### src/loop_status_defs.svh
`ifndef LOOP_STATUS_DEFS_SVH
`define LOOP_STATUS_DEFS_SVH

`define LSW_SAVE_DONE_BIT 15
`define LSW_SENSOR_FAULT_BIT 14
`define LSW_FATAL_ERR_BIT 12
`define LSW_STANDBY_BIT 11
`define LSW_PID_READY_BIT 10
`define LSW_SETTING_ERR_BIT 9
`define LSW_STOPPED_BIT 8
`define LSW_CTRL_OUT_BIT 4
`define LSW_AUTOTUNE_BIT 3
`define LSW_FIRST_ALARM_BIT 1
`define LSW_SECOND_ALARM_BIT 0
`define LSW_RESET_VALUE 16'h0800
`define LSW_RESERVED_MASK 16'h20E4
`define LSW_FLAG_RESET_VALUE 1'b0

`endif

### src/loop_status_pkg.sv
package loop_status_pkg;
  typedef enum logic [1:0] {ST_STANDBY, ST_RUN} phase_e;
  typedef logic [15:0] status_word_t;
endpackage : loop_status_pkg

### src/loop_status_word.sv
`timescale 1ns/1ps
`default_nettype none
`include "loop_status_defs.svh"

// Inclusive signed window; an inverted window never matches
module lsw_range_check #(
  parameter int WIDTH = 16
) (
  input wire logic signed [WIDTH-1:0] value_i,
  input wire logic signed [WIDTH-1:0] low_i,
  input wire logic signed [WIDTH-1:0] high_i,
  output logic inside_o
);

  if (WIDTH < 2) begin : g_width_check
    $error("lsw_range_check: WIDTH must be at least 2");
  end

  logic at_or_above_low;
  logic at_or_below_high;

  assign at_or_above_low = (value_i >= low_i);
  assign at_or_below_high = (value_i <= high_i);
  assign inside_o = at_or_above_low && at_or_below_high;

endmodule : lsw_range_check

// Event flag; set wins when set and clear share a cycle
module lsw_sticky_flag (
  input wire logic clk_i,
  input wire logic sys_rst_i,
  input wire logic set_i,
  input wire logic clear_i,
  output logic flag_next_o
);

  typedef struct packed {
    logic flag;
  } sticky_s;

  sticky_s state_q;
  sticky_s state_d;

  always_comb begin
    state_d = state_q;
    if (set_i) begin
      state_d.flag = 1'b1;
    end else if (clear_i) begin
      state_d.flag = 1'b0;
    end
  end

  always_ff @(posedge clk_i) begin
    if (sys_rst_i) begin
      state_q.flag <= `LSW_FLAG_RESET_VALUE;
    end else begin
      state_q <= state_d;
    end
  end

  // Next value, so the word register picks it up on the same edge
  assign flag_next_o = state_d.flag;

endmodule : lsw_sticky_flag

module loop_status_word
  import loop_status_pkg::*;
#(
  parameter int TEMP_WIDTH = 16
) (
  input wire logic clk_i,
  input wire logic sys_rst_i,
  input wire logic signed [TEMP_WIDTH-1:0] temperature_i,
  input wire logic signed [TEMP_WIDTH-1:0] input_min_i,
  input wire logic signed [TEMP_WIDTH-1:0] input_max_i,
  input wire logic sensor_open_i,
  input wire logic cold_junction_fault_i,
  input wire logic host_watchdog_timeout_i,
  input wire logic host_refresh_i,
  input wire logic pid_constants_updated_i,
  input wire logic pid_constants_transferred_i,
  input wire logic setting_error_i,
  input wire logic control_stopped_i,
  input wire logic control_output_i,
  input wire logic autotune_active_i,
  input wire logic signed [TEMP_WIDTH-1:0] first_alarm_low_i,
  input wire logic signed [TEMP_WIDTH-1:0] first_alarm_high_i,
  input wire logic signed [TEMP_WIDTH-1:0] second_alarm_low_i,
  input wire logic signed [TEMP_WIDTH-1:0] second_alarm_high_i,
  input wire logic save_request_i,
  input wire logic save_finished_i,
  output logic [15:0] loop_status_word_o
);

  localparam int WORD_WIDTH = 16;
  localparam int FLAG_COUNT = 11;
  // Reset shows only standby
  localparam status_word_t RESET_WORD = `LSW_RESET_VALUE;

  // Flag positions, checked against the word and the reserved bits
  localparam int FLAG_POS [FLAG_COUNT] = '{
    `LSW_SAVE_DONE_BIT,
    `LSW_SENSOR_FAULT_BIT,
    `LSW_FATAL_ERR_BIT,
    `LSW_STANDBY_BIT,
    `LSW_PID_READY_BIT,
    `LSW_SETTING_ERR_BIT,
    `LSW_STOPPED_BIT,
    `LSW_CTRL_OUT_BIT,
    `LSW_AUTOTUNE_BIT,
    `LSW_FIRST_ALARM_BIT,
    `LSW_SECOND_ALARM_BIT
  };

  if (TEMP_WIDTH < 2) begin : g_temp_width_check
    $error("loop_status_word: TEMP_WIDTH must be at least 2");
  end

  if ($bits(status_word_t) != WORD_WIDTH) begin : g_word_width_check
    $error("loop_status_word: status word type must be 16 bits");
  end

  if ((RESET_WORD & `LSW_RESERVED_MASK) != 16'h0000) begin : g_reset_value_check
    $error("loop_status_word: reset value touches reserved bits");
  end

  if (RESET_WORD != (16'h0001 << `LSW_STANDBY_BIT)) begin : g_reset_standby_check
    $error("loop_status_word: reset value must show standby only");
  end

  for (genvar i = 0; i < FLAG_COUNT; i++) begin : g_flag_pos
    if (FLAG_POS[i] >= WORD_WIDTH) begin : g_outside
      $error("loop_status_word: flag position outside the word");
    end else if (((`LSW_RESERVED_MASK >> FLAG_POS[i]) & 1) != 0) begin : g_clash
      $error("loop_status_word: flag position on a reserved bit");
    end
  end

  // Single-bit flag sources feeding the snapshot
  logic input_in_range;
  logic out_of_range;
  logic sensor_fault;
  logic fatal_error;
  logic first_alarm_hit;
  logic second_alarm_hit;
  logic pid_ready_next;
  logic save_done_next;

  lsw_range_check #(
    .WIDTH(TEMP_WIDTH)
  ) u_input_range (
    .value_i(temperature_i),
    .low_i(input_min_i),
    .high_i(input_max_i),
    .inside_o(input_in_range)
  );

  lsw_range_check #(
    .WIDTH(TEMP_WIDTH)
  ) u_first_alarm (
    .value_i(temperature_i),
    .low_i(first_alarm_low_i),
    .high_i(first_alarm_high_i),
    .inside_o(first_alarm_hit)
  );

  lsw_range_check #(
    .WIDTH(TEMP_WIDTH)
  ) u_second_alarm (
    .value_i(temperature_i),
    .low_i(second_alarm_low_i),
    .high_i(second_alarm_high_i),
    .inside_o(second_alarm_hit)
  );

  // Bit 10: a fresh result beats the transfer strobe so none is lost
  lsw_sticky_flag u_pid_ready (
    .clk_i(clk_i),
    .sys_rst_i(sys_rst_i),
    .set_i(pid_constants_updated_i),
    .clear_i(pid_constants_transferred_i),
    .flag_next_o(pid_ready_next)
  );

  // Bit 15: completion beats a request raised in the same cycle
  lsw_sticky_flag u_save_done (
    .clk_i(clk_i),
    .sys_rst_i(sys_rst_i),
    .set_i(save_finished_i),
    .clear_i(save_request_i),
    .flag_next_o(save_done_next)
  );

  assign out_of_range = !input_in_range;
  assign sensor_fault = sensor_open_i || out_of_range;
  assign fatal_error = cold_junction_fault_i || host_watchdog_timeout_i;

  // Places every flag; reserved bits are forced low last
  function automatic status_word_t pack_word(
    input logic save_done,
    input logic sensor_flt,
    input logic fatal_err,
    input logic standby,
    input logic pid_ready,
    input logic setting_err,
    input logic stopped,
    input logic ctrl_out,
    input logic tuning,
    input logic first_hit,
    input logic second_hit
  );
    status_word_t word;
    word = '0;
    word[`LSW_SAVE_DONE_BIT] = save_done;
    word[`LSW_SENSOR_FAULT_BIT] = sensor_flt;
    word[`LSW_FATAL_ERR_BIT] = fatal_err;
    word[`LSW_STANDBY_BIT] = standby;
    word[`LSW_PID_READY_BIT] = pid_ready;
    word[`LSW_SETTING_ERR_BIT] = setting_err;
    word[`LSW_STOPPED_BIT] = stopped;
    word[`LSW_CTRL_OUT_BIT] = ctrl_out;
    word[`LSW_AUTOTUNE_BIT] = tuning;
    word[`LSW_FIRST_ALARM_BIT] = first_hit;
    word[`LSW_SECOND_ALARM_BIT] = second_hit;
    word = word & ~`LSW_RESERVED_MASK;
    return word;
  endfunction : pack_word

  // Phase and word share one register
  typedef struct packed {
    phase_e phase;
    status_word_t word;
  } state_s;

  state_s state_q;
  state_s state_d;

  always_comb begin
    state_d = state_q;
    // Standby lasts until the first host refresh
    case (state_q.phase)
      ST_STANDBY: begin
        if (host_refresh_i) begin
          state_d.phase = ST_RUN;
        end else begin
          state_d.phase = ST_STANDBY;
        end
      end
      ST_RUN: begin
        // Only a reset brings standby back
        state_d.phase = ST_RUN;
      end
      default: begin
        state_d.phase = ST_STANDBY;
      end
    endcase
    state_d.word = pack_word(
      save_done_next,
      sensor_fault,
      fatal_error,
      (state_d.phase == ST_STANDBY),
      pid_ready_next,
      setting_error_i,
      control_stopped_i,
      control_output_i,
      autotune_active_i,
      first_alarm_hit,
      second_alarm_hit
    );
  end

  // One register for the whole word keeps the snapshot coherent
  always_ff @(posedge clk_i) begin
    if (sys_rst_i) begin
      state_q.phase <= ST_STANDBY;
      state_q.word <= RESET_WORD;
    end else begin
      state_q <= state_d;
    end
  end

  assign loop_status_word_o = state_q.word;

endmodule : loop_status_word
`default_nettype wire

### config.mk
export PLATFORM = sky130hd
export DESIGN_NAME = loop_status_word
export DESIGN_NICKNAME = d
export VERILOG_FILES = /design/src/loop_status_pkg.sv /design/src/loop_status_word.sv
export VERILOG_INCLUDE_DIRS = /design/src /design/src/src
export SDC_FILE = /design/constraint.sdc
export NUM_CORES = 1
export LEC_CHECK = 0
export ABC_CLOCK_PERIOD_IN_PS = 2000
export BUFFER_PORTS_ARGS = -buffer_cell sky130_fd_sc_hd__buf_2
export CAP_MARGIN = 20
export CELL_PAD_IN_SITES_DETAIL_PLACEMENT = 1
export CELL_PAD_IN_SITES_GLOBAL_PLACEMENT = 2
export CORE_UTILIZATION = 25
export CTS_CLUSTER_SIZE = 24
export DETAILED_ROUTE_END_ITERATION = 7
export GPL_TIMING_DRIVEN = 0
export PLACE_DENSITY_LB_ADDON = 0.1
export RECOVER_POWER = 50
export SYNTH_ARGS = -nofsm -noshare
export SYNTH_HDL_FRONTEND = slang
export SYNTH_SLANG_ARGS = --single-unit
export TNS_END_PERCENT = 20
### constraint.sdc
create_clock -name clk_i -period 2 [get_ports clk_i]
set_clock_uncertainty 0.05 [all_clocks]
set_input_delay 0.4 -clock clk_i [delete_from_list [all_inputs] [get_ports clk_i]]
set_output_delay 0.4 -clock clk_i [all_outputs]
set_load 0.02 [all_outputs]
* Word-level counts from Yosys, hierarchy flattened *
Index checks and enable logic that the tools add are counted.

cells by class
  $lt $le $gt $ge = 6
  equal/unequal tests = 1
  mux-type cells = 6
  reduce and logical (&&, ||, !) cells = 8

operator list
  cell                                                             number
  16-bit >= comparator                                             3
  16-bit less-or-equal comparator                                  3
  1-bit two-way mux                                                5
  2-bit zero test                                                  2
  2-bit case mux with 2 select lines                               1
  1-bit logical AND                                                3
  2-bit by 1-bit == test with 1-bit output, second input constant  1
  1-bit logical OR                                                 2
  1-bit zero test                                                  1

word-level totals
  register bits = 20
  input port bits = 126
  word-level logic and storage cells = 26

* Depth between registers and ports, before layout *
  depth after elaboration = 4
  mapped depth = 8

* Modules after synthesis *
Synthesis repeated with hierarchy kept, for this count alone.

second synthesis, totals
  cell total of the unflattened synthesis = 406
  area, all modules = 3021.6 sq um

modules (own cells, without submodules)
  module            times used  cells an instance  area an instance (sq um)  seq. area each (sq um)
  lsw_range_check   3           117                822.0                     0.0
  loop_status_word  1           45                 455.4                     240.2
  lsw_sticky_flag   2           5                  50.0                      20.0

* Worst setup path before layout *
No wires, ideal clock.

  path type = in2reg
  start = input input_max_i[5]
  end = register state_q, in the netlist loop_status_word_o[14]
  setup time = 0.092 ns
  arrival = 1.654 ns
  required time = 1.858 ns
  setup slack = 0.204 ns
  stages = 8
  path buffers = 0
  cells stage by stage = inv_1 ha_1 a21o_1 a21oi_1 or3b_1 a31oi_1 a2111oi_1 o32ai_1

on the way
  longest elaborated chain between the ends = 4

ends and longest elaborated chain
  what                             line                     text
  start, declared                  loop_status_word.sv:75   input wire logic signed [TEMP_WIDTH-1:0] input_max_i,
  16-bit less-or-equal comparator  loop_status_word.sv:23   assign at_or_below_high = (value_i <= high_i);
  1-bit logical AND                loop_status_word.sv:24   assign inside_o = at_or_above_low && at_or_below_high;
  1-bit zero test                  loop_status_word.sv:194  assign out_of_range = !input_in_range;
  1-bit logical OR                 loop_status_word.sv:195  assign sensor_fault = sensor_open_i || out_of_range;
  end signal, assigned             loop_status_word.sv:278  state_q <= state_d;
  end, declared                    loop_status_word.sv:235  state_s state_q;

No other way between the ends.
A chain may end at the register's enable or synchronous reset.

* Worst setup path after layout *
  start = input temperature_i[8]
  end = register state_q, in the netlist loop_status_word_o[14]

on the way
  longest elaborated chain between the ends = 4

ends and longest elaborated chain
  what                                                                     line                                            text
  start, declared                                                          loop_status_word.sv:73                          input wire logic signed [TEMP_WIDTH-1:0] temperature_i,
  16-bit >= comparator or 16-bit less-or-equal comparator (tied branches)  loop_status_word.sv:22, loop_status_word.sv:23
  1-bit logical AND *                                                      loop_status_word.sv:24
  1-bit zero test *                                                        loop_status_word.sv:194
  1-bit logical OR *                                                       loop_status_word.sv:195

Mark *: on every way between the ends. The rest lies on a longest branch, timed or not.

==> results.py <==
metrics = {
    "sta": {
        "finalSetupViolations": 0,
        "hold_viol_final": 0,
        "rsz0062_at_grt": "no",
        "fin_crit_sh": 0.9378,
        "fmax_mhz": 533.2,
        "post-route-min-period_ps": 1876,
        "final_max_slew_viol_count": 0,
        "max_slew_margin": 0.6719,
        "worst_pin_slew_ps": 485.7,
        "tns_ps": 0,
    },
    "global_routing": {
        "grt.overflow.total": 0,
        "grt_max_degree": 11,
        "grt_pass1_wl_mm": 14.04,
        "grt_antenna_before_repair": 0,
        "grt_util_all_layers": 0.1524,
        "grt_pass1_vias": 2955,
    },
    "cts": {
        "cts_setup_buffers": 0,
        "clock-sinks": 12,
        "clockRootBuffer": "clkbuf_16",
        "insertion_delay_ps": 240,
        "cts_tree": "yes",
        "clk_path_buf_depth": 2,
        "htreeDepth": 1,
        "numCtsBuffers": 3,
        "clkTransAtPathRegs_ps": 40,
    },
    "floorplan": {
        "core-area_um2": 11030,
        "die_area_um2": 12000,
        "ios": 142,
        "rows": 38,
        "die_w_um": 109.5,
        "die_y_um": 109.5,
        "initial_core_util": 0.2621,
    },
    "yosys": {
        "synth_ff_type": "dfxtp_1",
        "ys_warn_count": 0,
        "avgSynthCellArea_um2": 7.629,
        "ys_seq_area_frac": 0.08308,
        "yosysUniqueCellTypes": 42,
        "yosys_register_bits": 12,
        "netlist_instances": 379,
        "async_reset_ff_frac": 0,
        "synth-edff-count": 0,
        "syn_area_um2": 2892,
    },
    "pwr": {
        "internal_power_w": 0.0008578,
        "seq_power_share": 0.197,
        "netSwitchingPower_w": 0.0004803,
        "swShare": 0.3590,
        "leakagePower_nw": 2.411,
        "cellPowerDensity_nw_per_um2": 341.8,
        "ir_worst_vdd_uv": 372.6,
        "power_frac_clock": 0.269,
        "pwr-share-comb": 0.534,
        "fin_total_pwr_w": 0.001338,
    },
    "outcome": {
        "status": "complete, no violations",
    },
    "place": {
        "place.gp.congestion": 0.7437,
        "portBuffers": 136,
        "hpwl_mm": 8.331,
    },
    "min_path": {
        "hold_path_depth": 3,
        "worstHoldStart": "save_finished_i",
        "hold_end": "u_save_done.state_q",
        "hp-class": "in -> reg",
    },
    "critical_path": {
        "rrSetupSlack_ps": 1340,
        "crit_path_end_kind": "flop",
        "worst-setup-path-type": "in -> reg",
        "critPathLaunch": "temperature_i[8]",
        "r2r_end": "loop_status_word_o[11]",
        "start_kind": "input port",
        "cp_data_required_time_ps": 2050,
        "regToRegStartpoint": "state_q[16]",
        "crit_fanout": 6,
        "arrival_ps": 1930,
        "r2r_cells": 3,
    },
    "detailed_routing": {
        "wl_mm": 9.127,
        "vias_per_cell": 4.444,
        "vias": 2942,
        "drc": 0,
        "antenna_left": 0,
        "drt_iter0_drc": 40,
        "drtPass1Iterations": 4,
        "wl_per_cell_um": 13.79,
    },
    "finish": {
        "areaGrowthSynthToFinish_pct": 35.40,
        "final_common_cell": "buf_2",
        "antenna_cells": 0,
        "final_nets": 746,
        "final_cell_mix": "buf_2, inv_1, ha_1, a21oi_1",
        "drive_above_1_share": 0.3180,
    },
    "job": {
        "cap_violations": 0,
    },
}
[worst max-delay path: stages]
cell      delay (ps)
buf_2            150
ha_1             330
nand4_1          190
nor2_1           150
a211oi_1          60
or3_1            320
a31oi_1          200
o32ai_1          110
[Yosys cell counts (3+ instances only)]
master / count / area (um2)
ha_1: 96 / 1201
nand2_1: 11 / 41.29
o21ai_0: 7 / 35.03
nor2b_1: 10 / 62.56
a21o_1: 16 / 120.1
and4_1: 4 / 35.03
a211oi_1: 4 / 30.03
nor2_1: 13 / 48.80
nand2b_1: 3 / 18.77
nand3_1: 4 / 20.02
nand4_1: 15 / 93.84
a31oi_1: 3 / 18.77
buf_4: 16 / 120.1
a21oi_1: 27 / 135.1
dfxtp_1: 12 / 240.2
a221oi_1: 3 / 26.28
inv_1: 103 / 386.6
[through the flow]
stage	instances	setup slack (ps)	instance area, um2	hold WS [ps]	utilization
after floorplan	383	203.7	2907	402.4	-
after global placement	659	-333.4	3762	413.1	0.3411
after detailed placement	659	-374.1	3762	435.2	0.3411
after CTS	662	19.57	3850	318.9	0.3490
after global routing	662	3.309	3915	345.2	0.3549
final	662	124.4	3915	318.5	0.3549
[power by group through the flow]
stage	clock [W]	combinational [W]	sequential, W
final	0.000360	0.000714	0.000264
after global routing	0.000383	0.000827	0.000265
after global placement	0	0.000681	0.000267
after detailed placement	0	0.000704	0.000268
after CTS	0.000372	0.000713	0.000264
after floorplan	0	0.000413	0.000266
[worst max path at each step]
stage,endpoint,slack (ps),cells past startpoint
after global routing,loop_status_word_o[1],3,9
final,loop_status_word_o[14],120,8
after global placement,loop_status_word_o[14],-330,7
after CTS,loop_status_word_o[14],20,7
after floorplan,loop_status_word_o[14],200,8
after detailed placement,loop_status_word_o[14],-370,7
[sequential cells by signal, summed over array words and instances, names as in the netlist]
name	count
loop_status_word_o	10
state_q	1
u_save_done.state_q	1
[per-layer routing]
| layer | GRT usage | up-vias | part of all wire |
|---|---|---|---|
| li1 | - | 1568 | - |
| met1 | 0.1982 | 1283 | 0.47 |
| met2 | 0.2776 | 86 | 0.48 |
| met3 | 0.01186 | 5 | 0.053 |
| met4 | 0.02286 | 0 | 0.0050 |
| met5 | 0 | - | 0 |
[timing repair]
item | in CTS | in global routing
endpoints found under the hold margin | 0 | 0
resized for setup | 2 | 10
pin swaps | 0 | 5
hold buffers | 0 | 0
endpoints found under the setup margin | 2 | 3
[kinds of logic (layout without fill, tap and decap cells)]
group / after synthesis / in the layout / synth area share
fa+ha+maj: 96 / 96 / 0.4154
compound gates: 77 / 77 / 0.1809
simple gates: 73 / 73 / 0.1428
other cells: 1 / 5 / 0.001297
buf+inv: 120 / 259 / 0.1765
flops: 12 / 12 / 0.08308
[cell type report]
type	count	area (um2)
sequential	12	240.2
buffer	17	123.9
multi-input combinational	251	2236
inverter	103	386.6
clock buffer	3	75.07
tap	140	175.2
fill	1406	7116
timing repair buffer	136	678.2
No activity file was read; power rests on OpenSTA's default activity.
